## src/inc/aprt_pkg.sv

```systemverilog
// package for the audio port router: register indices, field layout,
// reset values and selector codes.
// assumes: included ahead of logic/aprt_router.sv in compile order.
package aprt_pkg;

    // ------------------------------------------------------------
    // register indices (byte address is four times the index)
    // ------------------------------------------------------------
    localparam logic [9:0] APRT_IDX_P12_CLKPAIR = 10'h065;
    localparam logic [9:0] APRT_IDX_P12_DATA = 10'h066;
    localparam logic [9:0] APRT_IDX_P12_SYSCLK = 10'h067;
    localparam logic [9:0] APRT_IDX_P34_CLKPAIR = 10'h068;
    localparam logic [9:0] APRT_IDX_P34_DATA = 10'h069;
    localparam logic [9:0] APRT_IDX_P34_SYSCLK = 10'h06A;

    // ------------------------------------------------------------
    // field layout: odd port in the low field, even port in the high
    // ------------------------------------------------------------
    localparam int APRT_LO_FIELD_POS = 0;
    localparam int APRT_HI_FIELD_POS = 4;
    localparam logic [7:0] APRT_SYSCLK_WMASK = 8'h77;

    // ------------------------------------------------------------
    // reset values, port 1..4
    // ------------------------------------------------------------
    localparam logic [3:0] APRT_P1_CLKPAIR_RST = 4'h0;
    localparam logic [3:0] APRT_P2_CLKPAIR_RST = 4'h1;
    localparam logic [3:0] APRT_P3_CLKPAIR_RST = 4'h2;
    localparam logic [3:0] APRT_P4_CLKPAIR_RST = 4'h3;
    localparam logic [3:0] APRT_P1_DATA_RST = 4'h0;
    localparam logic [3:0] APRT_P2_DATA_RST = 4'h1;
    localparam logic [3:0] APRT_P3_DATA_RST = 4'h2;
    localparam logic [3:0] APRT_P4_DATA_RST = 4'h3;
    localparam logic [2:0] APRT_P1_SYSCLK_RST = 3'h0;
    localparam logic [2:0] APRT_P2_SYSCLK_RST = 3'h1;
    localparam logic [2:0] APRT_P3_SYSCLK_RST = 3'h2;
    localparam logic [2:0] APRT_P4_SYSCLK_RST = 3'h3;

    // ------------------------------------------------------------
    // selector codes beyond the port codes 0..5
    // ------------------------------------------------------------
    localparam logic [3:0] APRT_SEL_LAST_PORT = 4'h5;
    localparam logic [3:0] APRT_CLK_DAC_A = 4'h6;
    localparam logic [3:0] APRT_CLK_DAC_B = 4'h7;
    localparam logic [3:0] APRT_CLK_ADC_A = 4'h8;
    localparam logic [3:0] APRT_CLK_ADC_B = 4'h9;
    localparam logic [3:0] APRT_DAT_GPIN_ONE = 4'h6;
    localparam logic [3:0] APRT_DAT_GPIN_TWO = 4'h7;
    localparam logic [3:0] APRT_DAT_ADC_A = 4'h8;
    localparam logic [3:0] APRT_DAT_ADC_B = 4'h9;
    localparam logic [2:0] APRT_SCK_LAST_PORT = 3'h5;

    // number of routed ports and of ports that can act as sources
    localparam int APRT_NUM_ROUTED = 4;
    localparam int APRT_NUM_SOURCES = 6;

endpackage

```

## src/logic/aprt_router.sv

```systemverilog
// audio port router for ports 1 to 4: six selector registers on apb and
// the routing of clock pairs, serial data and system clocks to the pins.
// assumes: pin inputs are asynchronous to clk; converter master clocks and
// adc data come from on-chip logic clocked by clk.
//
// Register access over APB was left to the implementer.
`timescale 1ns/1ps

// What this block does
// - clock pair codes 0-5 route other port clocks
// - codes 6-9 route converter master clock pairs
// - port 1 clock pair resets to input
// - port 2 clock pair resets to input
// - port 3 clock pair resets to input
// - port 4 clock pair resets to input
// - data codes 0-5 route other port data
// - data codes 8,9 route adc data
// - port 1 data resets to input
// - port 2 data resets to input
// - port 3 data resets to input
// - port 4 data resets to input
// - sysclk codes 0-5 route other port sysclks
// - port 1 sysclk resets to input
// - port 2 sysclk resets to input
// - port 3 sysclk resets to input
// - port 4 sysclk resets to input
// - ports 1-2 selectors at 65h-67h, even high
// - ports 3-4 selectors at 68h-6Ah, port 4 high
// - master converters drive their own clock pairs
module aprt_router
    import aprt_pkg::*;
(
    input wire logic clk,
    input wire logic nrst,
    // apb slave
    input wire logic psel,
    input wire logic penable,
    input wire logic pwrite,
    input wire logic [11:0] paddr,
    input wire logic [31:0] pwdata,
    input wire logic [3:0] pstrb,
    output logic [31:0] prdata,
    output logic pready,
    output logic pslverr,
    // received pin levels, index 0..5 is port 1..6
    input wire logic [5:0] port_frame_clock_in,
    input wire logic [5:0] port_bit_clock_in,
    input wire logic [5:0] port_data_in,
    input wire logic [5:0] port_sysclk_in,
    input wire logic general_pin_one,
    input wire logic general_pin_two,
    // master mode clock pairs and adc serial data, on-chip
    input wire logic dac_pair_a_frame_clock,
    input wire logic dac_pair_a_bit_clock,
    input wire logic dac_pair_b_frame_clock,
    input wire logic dac_pair_b_bit_clock,
    input wire logic adc_pair_a_frame_clock,
    input wire logic adc_pair_a_bit_clock,
    input wire logic adc_pair_b_frame_clock,
    input wire logic adc_pair_b_bit_clock,
    input wire logic adc_pair_a_data,
    input wire logic adc_pair_b_data,
    // pin drivers for ports 1..4, index 0..3
    output logic [3:0] port_frame_clock_out,
    output logic [3:0] port_bit_clock_out,
    output logic [3:0] port_clkpair_oe,
    output logic [3:0] port_data_out,
    output logic [3:0] port_data_oe,
    output logic [3:0] port_sysclk_out,
    output logic [3:0] port_sysclk_oe
);

    // ------------------------------------------------------------
    // input synchronisers
    // ------------------------------------------------------------
    localparam int SYNC_W = 4 * APRT_NUM_SOURCES + 2;

    logic [SYNC_W-1:0] pin_meta_q;
    logic [SYNC_W-1:0] pin_sync_q;
    logic [5:0] fclk_s;
    logic [5:0] bclk_s;
    logic [5:0] data_s;
    logic [5:0] sck_s;
    logic gpin1_s;
    logic gpin2_s;

    // the first stage feeds only the second
    always_ff @(posedge clk or negedge nrst) begin
        if (!nrst) begin
            pin_meta_q <= '0;
            pin_sync_q <= '0;
        end else begin
            pin_meta_q <= {general_pin_two, general_pin_one, port_sysclk_in,
                           port_data_in, port_bit_clock_in,
                           port_frame_clock_in};
            pin_sync_q <= pin_meta_q;
        end
    end

    assign fclk_s = pin_sync_q[5:0];
    assign bclk_s = pin_sync_q[11:6];
    assign data_s = pin_sync_q[17:12];
    assign sck_s = pin_sync_q[23:18];
    assign gpin1_s = pin_sync_q[24];
    assign gpin2_s = pin_sync_q[25];

    // ------------------------------------------------------------
    // selector registers
    // ------------------------------------------------------------
    logic [7:0] p12_clkpair_q;
    logic [7:0] p12_data_q;
    logic [6:0] p12_sysclk_q;
    logic [7:0] p34_clkpair_q;
    logic [7:0] p34_data_q;
    logic [6:0] p34_sysclk_q;

    logic [9:0] reg_idx;
    logic addr_ok;
    logic wr_en;
    logic [7:0] wbyte;

    assign reg_idx = paddr[11:2];
    assign wbyte = pwdata[7:0];
    assign wr_en = psel && penable && pready && pwrite && addr_ok && pstrb[0];

    function automatic logic idx_mapped(input logic [9:0] idx);
        idx_mapped = (idx >= APRT_IDX_P12_CLKPAIR) &&
                     (idx <= APRT_IDX_P34_SYSCLK);
    endfunction

    assign addr_ok = idx_mapped(reg_idx) && (paddr[1:0] == 2'b00);

    always_ff @(posedge clk or negedge nrst) begin
        if (!nrst) begin
            p12_clkpair_q <= {APRT_P2_CLKPAIR_RST, APRT_P1_CLKPAIR_RST};
            p34_clkpair_q <= {APRT_P4_CLKPAIR_RST, APRT_P3_CLKPAIR_RST};
        end else if (wr_en && reg_idx == APRT_IDX_P12_CLKPAIR) begin
            p12_clkpair_q <= wbyte;
        end else if (wr_en && reg_idx == APRT_IDX_P34_CLKPAIR) begin
            p34_clkpair_q <= wbyte;
        end
    end

    always_ff @(posedge clk or negedge nrst) begin
        if (!nrst) begin
            p12_data_q <= {APRT_P2_DATA_RST, APRT_P1_DATA_RST};
            p34_data_q <= {APRT_P4_DATA_RST, APRT_P3_DATA_RST};
        end else if (wr_en && reg_idx == APRT_IDX_P12_DATA) begin
            p12_data_q <= wbyte;
        end else if (wr_en && reg_idx == APRT_IDX_P34_DATA) begin
            p34_data_q <= wbyte;
        end
    end

    // bits 7 and 3 are reserved: bit 7 not stored, bit 3 stored but masked on write; both read as zero
    always_ff @(posedge clk or negedge nrst) begin
        if (!nrst) begin
            p12_sysclk_q <= {APRT_P2_SYSCLK_RST, 1'b0, APRT_P1_SYSCLK_RST};
            p34_sysclk_q <= {APRT_P4_SYSCLK_RST, 1'b0, APRT_P3_SYSCLK_RST};
        end else if (wr_en && reg_idx == APRT_IDX_P12_SYSCLK) begin
            p12_sysclk_q <= wbyte[6:0] & APRT_SYSCLK_WMASK[6:0];
        end else if (wr_en && reg_idx == APRT_IDX_P34_SYSCLK) begin
            p34_sysclk_q <= wbyte[6:0] & APRT_SYSCLK_WMASK[6:0];
        end
    end

    // ------------------------------------------------------------
    // apb answer: one access cycle, no wait states
    // ------------------------------------------------------------
    logic [7:0] rd_byte;

    always_comb begin
        rd_byte = 8'h00;
        unique case (reg_idx)
            APRT_IDX_P12_CLKPAIR: rd_byte = p12_clkpair_q;
            APRT_IDX_P12_DATA: rd_byte = p12_data_q;
            APRT_IDX_P12_SYSCLK: rd_byte = {1'b0, p12_sysclk_q};
            APRT_IDX_P34_CLKPAIR: rd_byte = p34_clkpair_q;
            APRT_IDX_P34_DATA: rd_byte = p34_data_q;
            APRT_IDX_P34_SYSCLK: rd_byte = {1'b0, p34_sysclk_q};
            default: rd_byte = 8'h00;
        endcase
    end

    // pready is registered from the setup cycle, so it is high in the first access cycle and the access completes at once
    always_ff @(posedge clk or negedge nrst) begin
        if (!nrst) begin
            pready <= 1'b0;
            pslverr <= 1'b0;
            prdata <= 32'h0000_0000;
        end else begin
            pready <= psel && !penable;
            pslverr <= psel && !penable && !addr_ok;
            if (psel && !penable && !pwrite && addr_ok) begin
                prdata <= {24'h00_0000, rd_byte};
            end else if (psel && !penable) begin
                prdata <= 32'h0000_0000;
            end
        end
    end

    // ------------------------------------------------------------
    // routing
    // ------------------------------------------------------------
    logic [3:0] clk_sel [4];
    logic [3:0] dat_sel [4];
    logic [2:0] sck_sel [4];

    assign clk_sel[0] = p12_clkpair_q[APRT_LO_FIELD_POS +: 4];
    assign clk_sel[1] = p12_clkpair_q[APRT_HI_FIELD_POS +: 4];
    assign clk_sel[2] = p34_clkpair_q[APRT_LO_FIELD_POS +: 4];
    assign clk_sel[3] = p34_clkpair_q[APRT_HI_FIELD_POS +: 4];
    assign dat_sel[0] = p12_data_q[APRT_LO_FIELD_POS +: 4];
    assign dat_sel[1] = p12_data_q[APRT_HI_FIELD_POS +: 4];
    assign dat_sel[2] = p34_data_q[APRT_LO_FIELD_POS +: 4];
    assign dat_sel[3] = p34_data_q[APRT_HI_FIELD_POS +: 4];
    assign sck_sel[0] = p12_sysclk_q[APRT_LO_FIELD_POS +: 3];
    assign sck_sel[1] = p12_sysclk_q[APRT_HI_FIELD_POS +: 3];
    assign sck_sel[2] = p34_sysclk_q[APRT_LO_FIELD_POS +: 3];
    assign sck_sel[3] = p34_sysclk_q[APRT_HI_FIELD_POS +: 3];

    // returns {enable, frame, bit}
    function automatic logic [2:0] route_clkpair(
        input logic [3:0] sel, input logic [3:0] own,
        input logic [5:0] fc, input logic [5:0] bc,
        input logic [3:0] mf, input logic [3:0] mb);
        route_clkpair = 3'b000;
        if (sel == own) begin
            route_clkpair = 3'b000;
        end else if (sel <= APRT_SEL_LAST_PORT) begin
            route_clkpair = {1'b1, fc[sel[2:0]], bc[sel[2:0]]};
        end else if (sel <= APRT_CLK_ADC_B) begin
            // master converters make their own pair from the sysclk
            route_clkpair = {1'b1, mf[sel[1:0] - 2'd2],
                             mb[sel[1:0] - 2'd2]};
        end else begin
            route_clkpair = 3'b000;
        end
    endfunction

    // returns {enable, data}
    function automatic logic [1:0] route_data(
        input logic [3:0] sel, input logic [3:0] own,
        input logic [5:0] dt, input logic g1, input logic g2,
        input logic a1, input logic a2);
        route_data = 2'b00;
        if (sel == own) begin
            route_data = 2'b00;
        end else if (sel <= APRT_SEL_LAST_PORT) begin
            route_data = {1'b1, dt[sel[2:0]]};
        end else if (sel == APRT_DAT_GPIN_ONE) begin
            route_data = {1'b1, g1};
        end else if (sel == APRT_DAT_GPIN_TWO) begin
            route_data = {1'b1, g2};
        end else if (sel == APRT_DAT_ADC_A) begin
            route_data = {1'b1, a1};
        end else if (sel == APRT_DAT_ADC_B) begin
            route_data = {1'b1, a2};
        end else begin
            route_data = 2'b00;
        end
    endfunction

    // returns {enable, sysclk}
    function automatic logic [1:0] route_sck(
        input logic [2:0] sel, input logic [2:0] own, input logic [5:0] sc);
        route_sck = 2'b00;
        if (sel == own) begin
            route_sck = 2'b00;
        end else if (sel <= APRT_SCK_LAST_PORT) begin
            route_sck = {1'b1, sc[sel]};
        end else begin
            route_sck = 2'b00;
        end
    endfunction

    logic [3:0] mst_fclk;
    logic [3:0] mst_bclk;

    assign mst_fclk = {adc_pair_b_frame_clock, adc_pair_a_frame_clock,
                       dac_pair_b_frame_clock, dac_pair_a_frame_clock};
    assign mst_bclk = {adc_pair_b_bit_clock, adc_pair_a_bit_clock,
                       dac_pair_b_bit_clock, dac_pair_a_bit_clock};

    // one register stage on every pin output; the routed clocks are
    // resampled at 125 MHz, so their edges move by up to one clk period
    for (genvar p = 0; p < APRT_NUM_ROUTED; p++) begin : g_port
        logic [2:0] clk_r;
        logic [1:0] dat_r;
        logic [1:0] sck_r;

        assign clk_r = route_clkpair(clk_sel[p], 4'(p), fclk_s, bclk_s,
                                     mst_fclk, mst_bclk);
        assign dat_r = route_data(dat_sel[p], 4'(p), data_s, gpin1_s,
                                  gpin2_s, adc_pair_a_data, adc_pair_b_data);
        assign sck_r = route_sck(sck_sel[p], 3'(p), sck_s);

        always_ff @(posedge clk or negedge nrst) begin
            if (!nrst) begin
                port_clkpair_oe[p] <= 1'b0;
                port_frame_clock_out[p] <= 1'b0;
                port_bit_clock_out[p] <= 1'b0;
            end else begin
                port_clkpair_oe[p] <= clk_r[2];
                port_frame_clock_out[p] <= clk_r[1] & clk_r[2];
                port_bit_clock_out[p] <= clk_r[0] & clk_r[2];
            end
        end

        always_ff @(posedge clk or negedge nrst) begin
            if (!nrst) begin
                port_data_oe[p] <= 1'b0;
                port_data_out[p] <= 1'b0;
            end else begin
                port_data_oe[p] <= dat_r[1];
                port_data_out[p] <= dat_r[0] & dat_r[1];
            end
        end

        always_ff @(posedge clk or negedge nrst) begin
            if (!nrst) begin
                port_sysclk_oe[p] <= 1'b0;
                port_sysclk_out[p] <= 1'b0;
            end else begin
                port_sysclk_oe[p] <= sck_r[1];
                port_sysclk_out[p] <= sck_r[0] & sck_r[1];
            end
        end
    end

endmodule

```

## config.mk

```make
export PLATFORM = sky130hd
export DESIGN_NAME = aprt_router
export DESIGN_NICKNAME = d
export VERILOG_FILES = /design/src/inc/aprt_pkg.sv /design/src/logic/aprt_router.sv
export SDC_FILE = /design/constraint.sdc
export NUM_CORES = 1
export LEC_CHECK = 0
export ABC_CLOCK_PERIOD_IN_PS = 2200
export BUFFER_PORTS_ARGS = -buffer_cell sky130_fd_sc_hd__buf_2
export CORE_UTILIZATION = 45
export DETAILED_ROUTE_END_ITERATION = 7
export PLACE_DENSITY_LB_ADDON = 0.12
export SLEW_MARGIN = 40
export SYNTH_ARGS = -nofsm -noshare
export SYNTH_HDL_FRONTEND = slang
export SYNTH_SLANG_ARGS = --single-unit
```

## constraint.sdc

```tcl
create_clock -name clk -period 2.2 [get_ports clk]
set_input_delay 0.55 -clock clk [delete_from_list [all_inputs] [get_ports clk]]
set_output_delay 0.55 -clock clk [all_outputs]
set_load 0.05 [all_outputs]
```

# Word-level counts from Yosys, hierarchy flattened
# Cells that the tools add are included.
# Widths: inputs -> output; s select.
dict set report totals {
  elab_cells 250
  inputBits 89
  output_inout_bits 62
  register_bits 158
}
dict set report classes {
  n_bitwise 19
  n_reduce_logical 28
  mux 95
  addsub 4
  eq_ne 31
  order_cmp 34
}
# op n
set ops {}
lappend ops {{$mux 2} 32}
lappend ops {{$mux 32} 2}
lappend ops {{$eq 10x7->1 const B} 6}
lappend ops {{$bmux 1 s3} 16}
lappend ops {{$lt 3x4->1 const B} 12}
lappend ops {{$pmux 8 s6} 1}
lappend ops {{$mux 3} 12}
lappend ops {{$eq 4x3->1 const B} 8}
lappend ops {{$eq 4x4->1 const B} 8}
lappend ops {{$le 4x3->1 const B} 8}
lappend ops {{$mux 1} 24}
lappend ops {{$logic_and 1x1->1} 17}
lappend ops {{$and 1x1->1} 16}
lappend ops {{$bmux 1 s2} 8}
lappend ops {{$eq 4x2->1 const B} 4}
lappend ops {{$le 4x4->1 const B} 4}
lappend ops {{$le 3x3->1 const B} 4}
lappend ops {{$lt 2x3->1 const B} 4}
lappend ops {{$ge 10x7->1 const B} 1}
lappend ops {{$le 10x7->1 const B} 1}
lappend ops {{$eq 4x1->1 const B} 2}
lappend ops {{$logic_not 4->1} 2}
lappend ops {{$sub 2x2->2 const B} 4}
lappend ops {{$eq 3x2->1 const B} 2}
lappend ops {{other kinds (7)} 13}

# Logic depth before layout (Yosys ltp)
# Gate-level depths: netlist of run 1.
dict set report logic_depth {
  ltp_word 8
  ltp_mapped 6
  ltp_nobuf 4
}

# Worst setup path after synthesis of run 1
# No wires, ideal clock.
dict set report synth_path {
  path_kind {input port to flip-flop}
  startpoint {input paddr[9]}
  endpoint {register p34_data_q[0]}
  path_buffers 0
  stages 4
  setup_slack_ns 0.074
  required_time_ns 2.075
  arrival_time_ns 2.001
  setup_time_ns 0.125
  path_cell_list {nor4bb_1 > nand4_2 > nor4b_4 > mux2_2}
}
dict set report synth_between {
  elab_chain_len 8
  elab_cells_between_ends 12
  cone_classes {order compare: 2; eq/ne: 2; bitwise: 1; reduce/logical: 7}
}
# element line
set synth_lines {}
lappend synth_lines {{start, declared} aprt_router.sv:39} ;# input wire logic [11:0] paddr,
lappend synth_lines {{$ge 10x7->1 / $le 10x7->1 (equally long branches)} {aprt_router.sv:127, aprt_router.sv:128}}
lappend synth_lines {{$logic_and 1x1->1} aprt_router.sv:127} ;# idx_mapped = (idx >= APRT_IDX_P12_CLKPAIR) &&
lappend synth_lines {{$logic_and 1x1->1} aprt_router.sv:131} ;# assign addr_ok = idx_mapped(reg_idx) && (paddr[1:0] == 2'b00);
lappend synth_lines {{$logic_and 1x1->1 (2 in series)} aprt_router.sv:124} ;# assign wr_en = psel && penable && pready && pwrite && addr_ok && pstrb[0];
lappend synth_lines {{$logic_and 1x1->1} aprt_router.sv:148} ;# end else if (wr_en && reg_idx == APRT_IDX_P12_DATA) begin
lappend synth_lines {{$not 1->1 (no source line)} --}
lappend synth_lines {{$reduce_and 2->1 (no source line) *} --}
lappend synth_lines {{end signal, assigned} aprt_router.sv:147} ;# p34_data_q <= {APRT_P4_DATA_RST, APRT_P3_DATA_RST};
lappend synth_lines {{end signal, assigned} aprt_router.sv:151} ;# p34_data_q <= wbyte;
lappend synth_lines {{end, declared} aprt_router.sv:114} ;# logic [7:0] p34_data_q;
# Every way passes the cells marked *; elsewhere a longest branch is shown, timed or not.
# A chain may end at the register's enable or synchronous reset.

# Final worst setup path of run 1
dict set report layout_path {
  startpoint {input paddr[9]}
  endpoint {register p34_data_q[7]}
}
# The elaborated chain is that of the path after synthesis.

==> summary.md, run 1 <==
| Metric | Value |
|---|---|
| Initial Utilization | `46.1%` |
| Core ar. | `between 0.01 and 0.015 mm²` |
| Syn Std Cell Area | `0.00608 mm²` |
| CP max-delay cell | `mux2_2` |
| Multi-input gate area | `0.00249 mm²` |
| Final period util | `79.3%` |
| Overall Power | `a little under 6 mW` |
| Layout cells sized above 1 | `around 40%` |
| Final worst slack | `0.456 ns` |
| GP Congestion | `0.840` |
| Synth Area in Adders | `0%` |
| Skew-Pair Late Insertion Delay | `0.41 ns` |
| Clock Root Buffer | `clkbuf_16` |
| Mapped Avg Cell Area | `around 13 µm²` |
| Synth top area cells | `dfrtp_1, mux2_2, mux2i_1` |
| Post-synth EDFFs | `0` |
| CP cell instances | `buf_2 > nor4bb_1 > buf_4 > nand4_2 > nor4b_4 > buf_4 > mux2_2` |
| WHS Path Cells | `1` |
| Fin crit period | `approximately 1.7 ns` |
| CTS tree | `built` |
| Largest net degree at the start of global routing | `54` |
| Residual DRC count | `1` |
| Worst setup path class | `primary input to flop` |
| Wire length per cell | `17.6 µm` |
| Most used cell, CP | `buf_4` |
| Die width | `approximately 120 µm` |
| Top cells by count, synth | `dfrtp_1, mux2_2, mux2i_1` |
| Leakage | `approximately 3.3 nW` |
| FFs w/ async S/R, synth | `between 90% and 100%` |
| Most common cell in the netlist | `dfrtp_1` |
| Placed Area | `0.00678 mm²` |
| Register area | `0.00337 mm²` |
| Post-CTS sizing | `0` |
| Fill cells | `1141` |
| Final net count | `670` |
| DP HPWL | `between 9 and 10 mm` |
| Hold WC Path Type | `primary input to flop` |
| Worst EP arrival | `2.04 ns` |
| Worst-Margin Slew | `0.615 ns` |
| Compound-Gate Fraction of Synth Area | `9.46%` |
| Routed vias/inst | `about 5.4` |
| Row count | `42` |
| Slew margin rel. | `between 50% and 60%` |
| Crit Path Max Fanout | `8` |
| Post-Route WL | `13.5 mm` |
| Final hold vios | `0` |
| Total die area | `0.0140 mm²` |
| Postcts setup bufs | `0` |
| First-pass GRT wire length | `21.9 mm` |
| Final antenna-violating net count | `0` |
| Fmax | `573 MHz` |
| Peak VDD IR | `0.528 mV` |
| Post-route cell area | `0.00742 mm²` |
| CP max stage delay | `0.34 ns` |
| # port buffers | `99` |
| Reg-to-reg slack, setup | `0.54 ns` |
| Startpoint type of the worst setup path | `primary input` |
| Total track usage | `around a fifth` |
| I/O pin cnt | `between 150 and 200` |
| Largest family of logic cells by synthesized area | `multiplexers` |
| Post-Synth XOR/XNOR Area | `0%` |
| Power Density | `approximately 800 mW/mm²` |
| DRT iter0 DRCs | `slightly above 200` |
| Yosys cell types | `50` |
| Clock transition at the registers of the reported paths | `0.05 ns` |
| Post-synthesis mux area share | `21.8%` |
| Initial antenna violation count | `0` |
| Run status | `finished, violations left` |
| Crit. End Element | `flop` |
| Dpl ws | `0.0640 ns` |
| Failing checks | `DRC` |
| Final Skew | `~0.0049 ns` |
| Final setup violation count | `0` |
| Clock Tree Buf Depth | `2` |
| Die height | `118 µm` |
| Num CTS Buffers | `17` |
| Vias | `4120` |
| Main synth FF type | `dfrtp_1` |
| Post-Syn Instances | `470` |
| CTS hold repair buffers | `1` |
| Worst r2r path cells | `3` |
| Worst Path Required | `2.49 ns` |
| Clk sink count | `134` |
| DRT Pass-1 Iters | `7` |
| Sequential fraction of the synthesis area | `55.4%` |
| Number of global-route vias before repair | `4119` |
| Synth-to-layout area growth | `22.0%` |
| Cell taking the most area after synthesis | `dfrtp_1` |
| Ys Warns | `0` |
| Setup TNS | `0 ns` |
| Yosys top cell area share | `50.2%` |
| Simple logic cell fraction of the synthesized area | `8.19%` |
| H-Tree Depth | `4` |
| Max Cap Viol | `0` |
| Grt total ovfl | `0` |
| Slew Viols, Final | `0` |
| RSZ-0062 raised after global routing | `no` |
| #FFs+latches synth | `134` |
| Diodes inserted | `0` |
[area by class of cell]
class,instances,area share (%)
inverter,7,0.354
timing repair buffer,120,9.21
clock buffer,20,6.16
tap,176,2.97
multi-input combinational,301,33.5
sequential,134,45.4
clock inverter,12,2.38
[metal layers]
| metal | GRT usage, % | vias to the layer above | share of wire [%] |
|---|---|---|---|
| li1 | - | 1906 | - |
| met4 | 9.78 | 0 | 2.4 |
| met2 | 29.7 | 164 | 44 |
| met5 | 0 | - | 0 |
| met1 | 29.8 | 2028 | 48 |
| met3 | 4.73 | 22 | 5.7 |
[sequential cells by signal (all words and copies together) (netlist names)]
name / count
port_frame_clock_out: 4
port_sysclk_out: 4
port_sysclk_oe: 4
port_data_out: 4
p12_sysclk_q: 6
prdata: 8
pslverr: 1
p12_clkpair_q: 8
p34_sysclk_q: 6
pready: 1
port_clkpair_oe: 4
port_bit_clock_out: 4
pin_sync_q: 26
port_data_oe: 4
pin_meta_q: 26
p12_data_q: 8
p34_data_q: 8
p34_clkpair_q: 8
[report_power, final]
group | total [mW] | switching [mW] | internal, mW
registers | 2.57 | 0.0385 | 2.53
clock network | 2.98 | 1.02 | 1.95
logic | 0.404 | 0.285 | 0.119
[placed cells by master, fill, tap and decap left out, drive strengths merged, types with 3 or more instances in the layout]
master   instances
o2bb2ai          6
inv              7
nor3b            4
nand3            6
clkinv           6
mux2            53
nor2            15
dfrtp          122
nand3b           7
a21oi           11
a22oi           11
clkbuf          20
bufinv           4
nor3             5
conb            24
a32oi            4
dfstp           12
o21ai           28
buf            119
nor2b            6
nand4            6
a31oi            3
mux4            15
mux2i           39
nand2           18
nand2b           3
o22ai           11
[stage by stage]
| step | hold slack, ns | std cells | util [%] |
|---|---|---|---|
| final | 0.241 | 770 | 56.3 |
| after global routing | 0.224 | 770 | 56.3 |
| after CTS | 0.223 | 770 | 56.3 |
| after detailed placement | 0.335 | 737 | 51.4 |
| after global placement | 0.333 | 737 | 51.4 |
| after floorplan | 0.254 | 493 | - |
[worst max-delay path, delay by kind of cell]
kind,cells,cell delay [ns]
buffers and inverters,3,0.49
multiplexers,1,0.34
AND/OR/NAND/NOR,3,0.65
[final timing paths]
path | start | to
setup / recovery | paddr[9] | p34_data_q[7]$_DFFE_PN0P_
hold / removal | port_bit_clock_in[3] | pin_meta_q[9]$_DFF_PN0_
setup reg to reg | p34_clkpair_q[0]$_DFFE_PN0P_ | port_frame_clock_out[2]$_DFF_PN0_
hold reg to reg | pin_meta_q[2]$_DFF_PN0_ | pin_sync_q[2]$_DFF_PN0_
max in group asynchronous | nrst | pin_meta_q[15]$_DFF_PN0_
min in group asynchronous | nrst | port_frame_clock_out[0]$_DFF_PN0_
[kinds of logic after synthesis]
logic type / after synthesis
compound gates: 88
buf+inv: 58
flops: 134
mux: 107
other cells: 1
simple gates: 82
Note: power is estimated with default switching activity, not from simulation.
==> run 2, diff against run 1 <==
- ABC_CLOCK_PERIOD_IN_PS: 2200 -> 1600
- clock period: 2.2 -> 1.6 ns (I/O delays scaled with it)
==> run 2 against run 1 <==
The run still ends with DRC left. Sequential share of layout area down 0.85 points. Non-clock buffer count rose by 23. Clock-buffer cell count is the same. Final area increased by 1.9%. Hold slack got worse by 0.16 ns. Critical path depth shrank 2. Wire length increased by 4.3%. Clock power grew 19%. Total power up 29%. First-iteration DRC count up 17%. Die area is the same. Register-to-register slack worse by 0.49 ns. Critical path type is now flop to flop.
==> summary.md, run 2 (synthesis results as in run 1) <==
| Metric | Value |
|---|---|
| Core ar. | `0.0132 mm² (unchanged)` |
| Num CTS Buffers | `17 (unchanged)` |
| Die height | `118 µm (unchanged)` |
| Post-Route WL | `14.1 mm (+4.3%)` |
| Clock Root Buffer | `clkbuf_16` |
| Peak VDD IR | `0.641 mV (+21%)` |
| H-Tree Depth | `4 (unchanged)` |
| Post-route cell area | `0.00756 mm² (+1.9%)` |
| Metal3 WL | `705 µm (-8.7%)` |
| Placed cells | `760 (+3.1%)` |
| Hold WC Path Type | `primary input to flop` |
| Post-Layout Cell Count | `793 (+3.0%)` |
| Final period util | `97.0%` |
| Dpl ws | `-0.399 ns (-0.463 ns)` |
| Placed Area | `0.00696 mm² (+2.7%)` |
| RSZ-0062 raised after global routing | `yes` |
| Slew Viols, Final | `0 (unchanged)` |
| Net Sw Frac | `24.2% (+1.5 points)` |
| I/O pin cnt | `151 (unchanged)` |
| Die width | `118 µm (unchanged)` |
| Switching pwr | `1.85 mW (+37%)` |
| Largest net degree at the start of global routing | `53 (-1.9%)` |
| Hold_ws | `0.0823 ns (-0.159 ns)` |
| Clock Tree Buf Depth | `2 (unchanged)` |
| Fmax | `644 MHz` |
| Worst EP arrival | `1.86 ns (-0.18 ns)` |
| Run status | `finished, violations left` |
| Skew-Pair Late Insertion Delay | `0.42 ns (about the same)` |
| Clock Power Share | `46.4% (-3.7 points)` |
| Leakage | `3.39 nW (+2.9%)` |
| Final net count | `693 (+3.4%)` |
| Grt total ovfl | `0 (unchanged)` |
| Crit. End Element | `flop` |
| Startpoint type of the worst setup path | `flop` |
| Routed vias/inst | `5.27 (-1.4%)` |
| Worst setup path class | `flop to flop` |
| Power Density | `1010 mW/mm² (+27%)` |
| DP HPWL | `10.5 mm (+6.4%)` |
| Clk sink count | `134 (unchanged)` |
| Number of global-route vias before repair | `4214 (+2.3%)` |
| Worst Path Required | `1.90 ns (-0.59 ns)` |
| DRT Pass-1 Iters | `6 (-1)` |
| Layout cells sized above 1 | `42.8% (+2.7 points)` |
| Synth-to-layout area growth | `24.4%` |
| Register area | `0.00337 mm² (about the same)` |
| Final antenna-violating net count | `0 (unchanged)` |
| Met2 WL | `6.41 mm (+6.7%)` |
| Multi-input gate area | `0.00253 mm² (+1.5%)` |
| Residual DRC count | `1 (unchanged)` |
| Pint | `5.82 mW (+27%)` |
| Reg-to-reg slack, setup | `0.05 ns (-0.49 ns)` |
| First-pass GRT wire length | `23.2 mm (+6.1%)` |
| Final Skew | `0.00835 ns (+0.00343 ns)` |
| Max Cap Viol | `0 (unchanged)` |
| Total die area | `0.0140 mm² (unchanged)` |
| Initial Utilization | `46.1% (unchanged)` |
| DRT iter0 DRCs | `243 (+17%)` |
| Final worst slack | `0.0474 ns (-0.408 ns)` |
| Final hold vios | `0 (unchanged)` |
| Max Used Layer | `met4` |
| # port buffers | `99 (unchanged)` |
| Sequential share of power | `46.0% (+2.8 points)` |
| Crit Path Max Fanout | `8 (unchanged)` |
| Fin crit period | `between 1.5 and 2 ns` |
| Initial antenna violation count | `0 (unchanged)` |
| M1 WL | `6.75 mm (+4.9%)` |
| Commonest non-fill, non-tap cell in the layout | `dfrtp_1` |
| Row count | `42 (unchanged)` |
| Biggest regs | `pin_meta_q: 26 flops, pin_sync_q: 26 flops` |
| Clock transition at the registers of the reported paths | `0.06 ns (about the same)` |
| Failing checks | `DRC` |
| Fill cells | `1132 (-0.79%)` |
| CTS tree | `built` |
| Diodes inserted | `0 (unchanged)` |
| Vias | `4183 (+1.5%)` |
| GP Congestion | `0.870 (+3.5%)` |
| Wire length per cell | `17.8 µm (+1.3%)` |
| Comb pwr share | `7.6% (+0.8 points)` |
| Final setup violation count | `0 (unchanged)` |
| Commonest cells after routing, fill and taps aside | `dfrtp_1, buf_2, mux2_2` |
| Total track usage | `22.2% (+1.4 points)` |
run 2: cell count changes in the layout (fill, tap and decap cells not counted), moves of 2 or more:
| cell | previous run | this run |
|---|---|---|
| bufinv_16 | 4 | 1 |
| clkinv_2 | 3 | 5 |
| buf_6 | 0 | 4 |
| buf_4 | 19 | 38 |
run 2: layout make-up:
| cell class | instances | share of cell area [%] |
|---|---|---|
| Tap cell | 176 | 2.91 |
| Inverter | 7 | 0.347 |
| Multi-Input combinational cell | 301 | 33.4 |
| Clock buffer | 20 | 5.91 |
| Clock inverter | 12 | 1.37 |
| Sequential cell | 134 | 44.5 |
| Timing Repair Buffer | 143 | 11.5 |
run 2: routing by layer:
layer,track usage (%),up-vias
met4,9.21,0
li1,-,1961
met3,4.97,21
met2,31.7,143
met5,0,-
met1,32.6,2058
run 2: worst max-delay path, stage by stage, from the launching register on:
cell and delay (ns):
dfrtp_2 0.35, and3_4 0.20, nand4_4 0.13, nor4b_4 0.25, buf_6 0.18, mux2_2 0.34
run 2: power groups by stage:
stage,clock (mW),sequential (mW),combinational [mW]
5_1_grt,3.83,3.54,0.625
3_3_place_gp,0,3.58,0.567
4_1_cts,3.65,3.53,0.582
2_1_floorplan,0,3.63,0.298
3_5_place_dp,0,3.59,0.578
6_report,3.56,3.53,0.580
run 2: what timing repair did:
item | in CTS | in global routing
resized for setup | 3 | 5
hold buffers | 1 | 0
endpoints found under the hold margin | 15 | 0
endpoints found under the setup margin | 5 | 26
setup buffers | 0 | 0
run 2: through the flow:
stage,TNS (ns),power (mW),util [%]
floorplan,-7.74,3.93,-
global placement,-10.19,4.15,52.8
detailed placement,-10.99,4.17,52.8
CTS,0,7.76,57.2
global route,-0.132,7.99,57.3
finish,0,7.67,57.3
run 2: path summary, 6_finish.rpt:
path                                                end               startpoint  depth (start not counted)
setup reg to reg              p34_data_q[3]$_DFFE_PN0P_         pready$_DFF_PN0_                          5
min in group asynchronous  p12_clkpair_q[7]$_DFFE_PN0P_                     nrst                          2
hold / removal                 pin_meta_q[18]$_DFF_PN0_        port_sysclk_in[0]                          1
max in group asynchronous     p34_data_q[5]$_DFFE_PN1P_                     nrst                          3
hold reg to reg                 pin_sync_q[9]$_DFF_PN0_  pin_meta_q[9]$_DFF_PN0_                          0
setup / recovery              p34_data_q[3]$_DFFE_PN0P_         pready$_DFF_PN0_                          5
==> run 3, diff against run 2 <==
- ABC_CLOCK_PERIOD_IN_PS: 1600 -> 1800
- clock period: 1.6 -> 1.8 ns (I/O delays scaled with it)
==> run 3 against run 2 <==
The run now ends clean. Wire length down 3.3%. Critical path depth down 2. Hold slack worse by 0.047 ns. Largest cell class unchanged. Largest power group unchanged.
==> summary.md, run 3 (synthesis results as in run 1) <==
| Metric | Value |
|---|---|
| Clock Tree Buf Depth | `2 (unchanged)` |
| Switching pwr | `1.60 mW (-14%)` |
| Hold WC Path Type | `primary input to async pin` |
| Row count | `42 (unchanged)` |
| Comb pwr share | `7.0% (-0.6 points)` |
| CP Buf/Inv Count | `0 (-1)` |
| Net Sw Frac | `22.5% (-1.6 points)` |
| Slew Viols, Final | `0 (unchanged)` |
| Largest net degree at the start of global routing | `76 (+43%)` |
| Synth-to-layout area growth | `22.9%` |
| Final Skew | `0.00808 ns (-0.000262 ns)` |
| Num CTS Buffers | `17 (unchanged)` |
| Crit Path Max Fanout | `13 (+5)` |
| GP Congestion | `0.854 (-1.8%)` |
| I/O pin cnt | `151 (unchanged)` |
| DRT Pass-1 Iters | `4 (-2)` |
| Fin crit period | `1.68 ns (+0.124 ns)` |
| Placed Area | `0.00688 mm² (-1.2%)` |
| Initial antenna violation count | `0 (unchanged)` |
| Grt total ovfl | `0 (unchanged)` |
| Final period util | `93.1% (-3.9 points)` |
| Clock Root Buffer | `clkbuf_16` |
| Leakage | `3.33 nW (-1.9%)` |
| Layout cells sized above 1 | `41.2% (-1.6 points)` |
| # port buffers | `99 (unchanged)` |
| Clock transition at the registers of the reported paths | `0.05 ns (about the same)` |
| Final worst slack | `0.124 ns (+0.0763 ns)` |
| Reg-to-reg slack, setup | `0.12 ns (+0.08 ns)` |
| Commonest non-fill, non-tap cell in the layout | `dfrtp_1` |
| CTS tree | `built` |
| Routed vias/inst | `5.30 (+0.40%)` |
| Worst EP arrival | `2.00 ns (+0.14 ns)` |
| Multi-input gate area | `0.00250 mm² (-1.0%)` |
| Family with the most delay on the worst path | `flip-flops` |
| Skew-Pair Late Insertion Delay | `0.41 ns (about the same)` |
| Fmax | `597 MHz (-7.4%)` |
| Pint | `5.49 mW (-5.6%)` |
| Worst-Margin Slew | `0.634 ns` |
| Diodes inserted | `0 (unchanged)` |
| Overall Power | `7.09 mW (-7.6%)` |
| Total track usage | `21.1% (-1.1 points)` |
| Number of global-route vias before repair | `4136 (-1.9%)` |
| Peak VDD IR | `0.586 mV (-8.6%)` |
| Fill cells | `1161 (+2.6%)` |
| Worst setup path class | `flop to flop` |
| Dpl ws | `-0.254 ns (+0.145 ns)` |
| Final antenna-violating net count | `0 (unchanged)` |
| Power Density | `949 mW/mm² (-6.5%)` |
| Slew margin rel. | `57.7%` |
| Worst Path Required | `2.12 ns (+0.22 ns)` |
| Crit. End Element | `flop` |
| Clock Power Share | `48.7% (+2.3 points)` |
| Die height | `118 µm (unchanged)` |
| H-Tree Depth | `4 (unchanged)` |
| Die width | `118 µm (unchanged)` |
| Final net count | `681 (-1.7%)` |
| CTS hold repair buffers | `0 (-1)` |
| CP cell instances | `mux2i_1 > mux4_2 > o22ai_1` |
| Residual DRC count | `0 (-1)` |
| Final hold vios | `0 (unchanged)` |
| CP max-delay cell | `dfrtp_1` |
| Initial Utilization | `46.1% (unchanged)` |
| Final setup violation count | `0 (unchanged)` |
| RSZ-0062 raised after global routing | `no` |
| Wire length per cell | `17.5 µm (-1.8%)` |
| Startpoint type of the worst setup path | `flop` |
| Run status | `finished, final reports clean` |
| Total die area | `0.0140 mm² (unchanged)` |
| Post-route cell area | `0.00747 mm² (-1.2%)` |
| Register area | `0.00337 mm² (unchanged)` |
| DRT iter0 DRCs | `232 (-4.5%)` |
| Post-CTS sizing | `0 (-3)` |
| Sequential share of power | `44.2% (-1.8 points)` |
| Clk sink count | `134 (unchanged)` |
| Vias | `4136 (-1.1%)` |
| Postcts setup bufs | `0 (unchanged)` |
| DP HPWL | `10.0 mm (-4.6%)` |
| Layout Utilization | `56.7% (-0.67 points)` |
| CP max stage delay | `0.74 ns (+0.39 ns)` |
| Biggest regs | `pin_meta_q: 26 flops, pin_sync_q: 26 flops` |
| First-pass GRT wire length | `22.2 mm (-4.7%)` |
| Commonest cells after routing, fill and taps aside | `dfrtp_1, buf_2, mux2_2` |
| Max Cap Viol | `0 (unchanged)` |
| Core ar. | `0.0132 mm² (unchanged)` |
| Post-Route WL | `13.7 mm (-3.3%)` |
-- run 3: stage by stage --
stage | hold slack [ns] | instances | TNS, ns
floorplan | 0.154 | 493 | -2.01
global placement | 0.332 | 749 | -3.18
detailed placement | 0.335 | 749 | -3.83
CTS | 0.0437 | 781 | 0
global route | 0.0640 | 781 | 0
finish | 0.0350 | 781 | 0
-- run 3: routing by layer --
metal | part of all wire, % | global-route usage, % | vias up
li1 | - | - | 1930
met1 | 46 | 29.6 | 2026
met2 | 45 | 31.2 | 158
met3 | 6.7 | 4.68 | 22
met4 | 2.4 | 9.54 | 0
met5 | 0 | 0 | -
-- run 3: power groups by stage --
stage	Sequential, mW	Clock, mW	Combinational [mW]
after global placement	3.18	0	0.497
after global routing	3.15	3.66	0.541
final	3.14	3.45	0.500
after CTS	3.14	3.51	0.505
after detailed placement	3.19	0	0.503
after floorplan	3.23	0	0.265
-- run 3: area by class of cell --
cell class	instances	area share, %
repair buffers	131	10.2
flip-flops and latches	134	45.1
clock inverters	8	1.66
multi-input cells	301	33.4
clock buffers	24	6.31
inverters	7	0.352
well taps	176	2.95
-- run 3: final timing paths --
| check | startpoint | endpoint | cells past startpoint |
|---|---|---|---|
| max | p34_clkpair_q[0]$_DFFE_PN0P_ | port_bit_clock_out[2]$_DFF_PN0_ | 3 |
| min in group clk | port_data_in[1] | pin_meta_q[13]$_DFF_PN0_ | 1 |
| max reg2reg | p34_clkpair_q[0]$_DFFE_PN0P_ | port_bit_clock_out[2]$_DFF_PN0_ | 3 |
| max in group asynchronous | nrst | p34_data_q[5]$_DFFE_PN1P_ | 2 |
| min reg2reg | pin_meta_q[9]$_DFF_PN0_ | pin_sync_q[9]$_DFF_PN0_ | 0 |
| min | nrst | port_bit_clock_out[0]$_DFF_PN0_ | 2 |
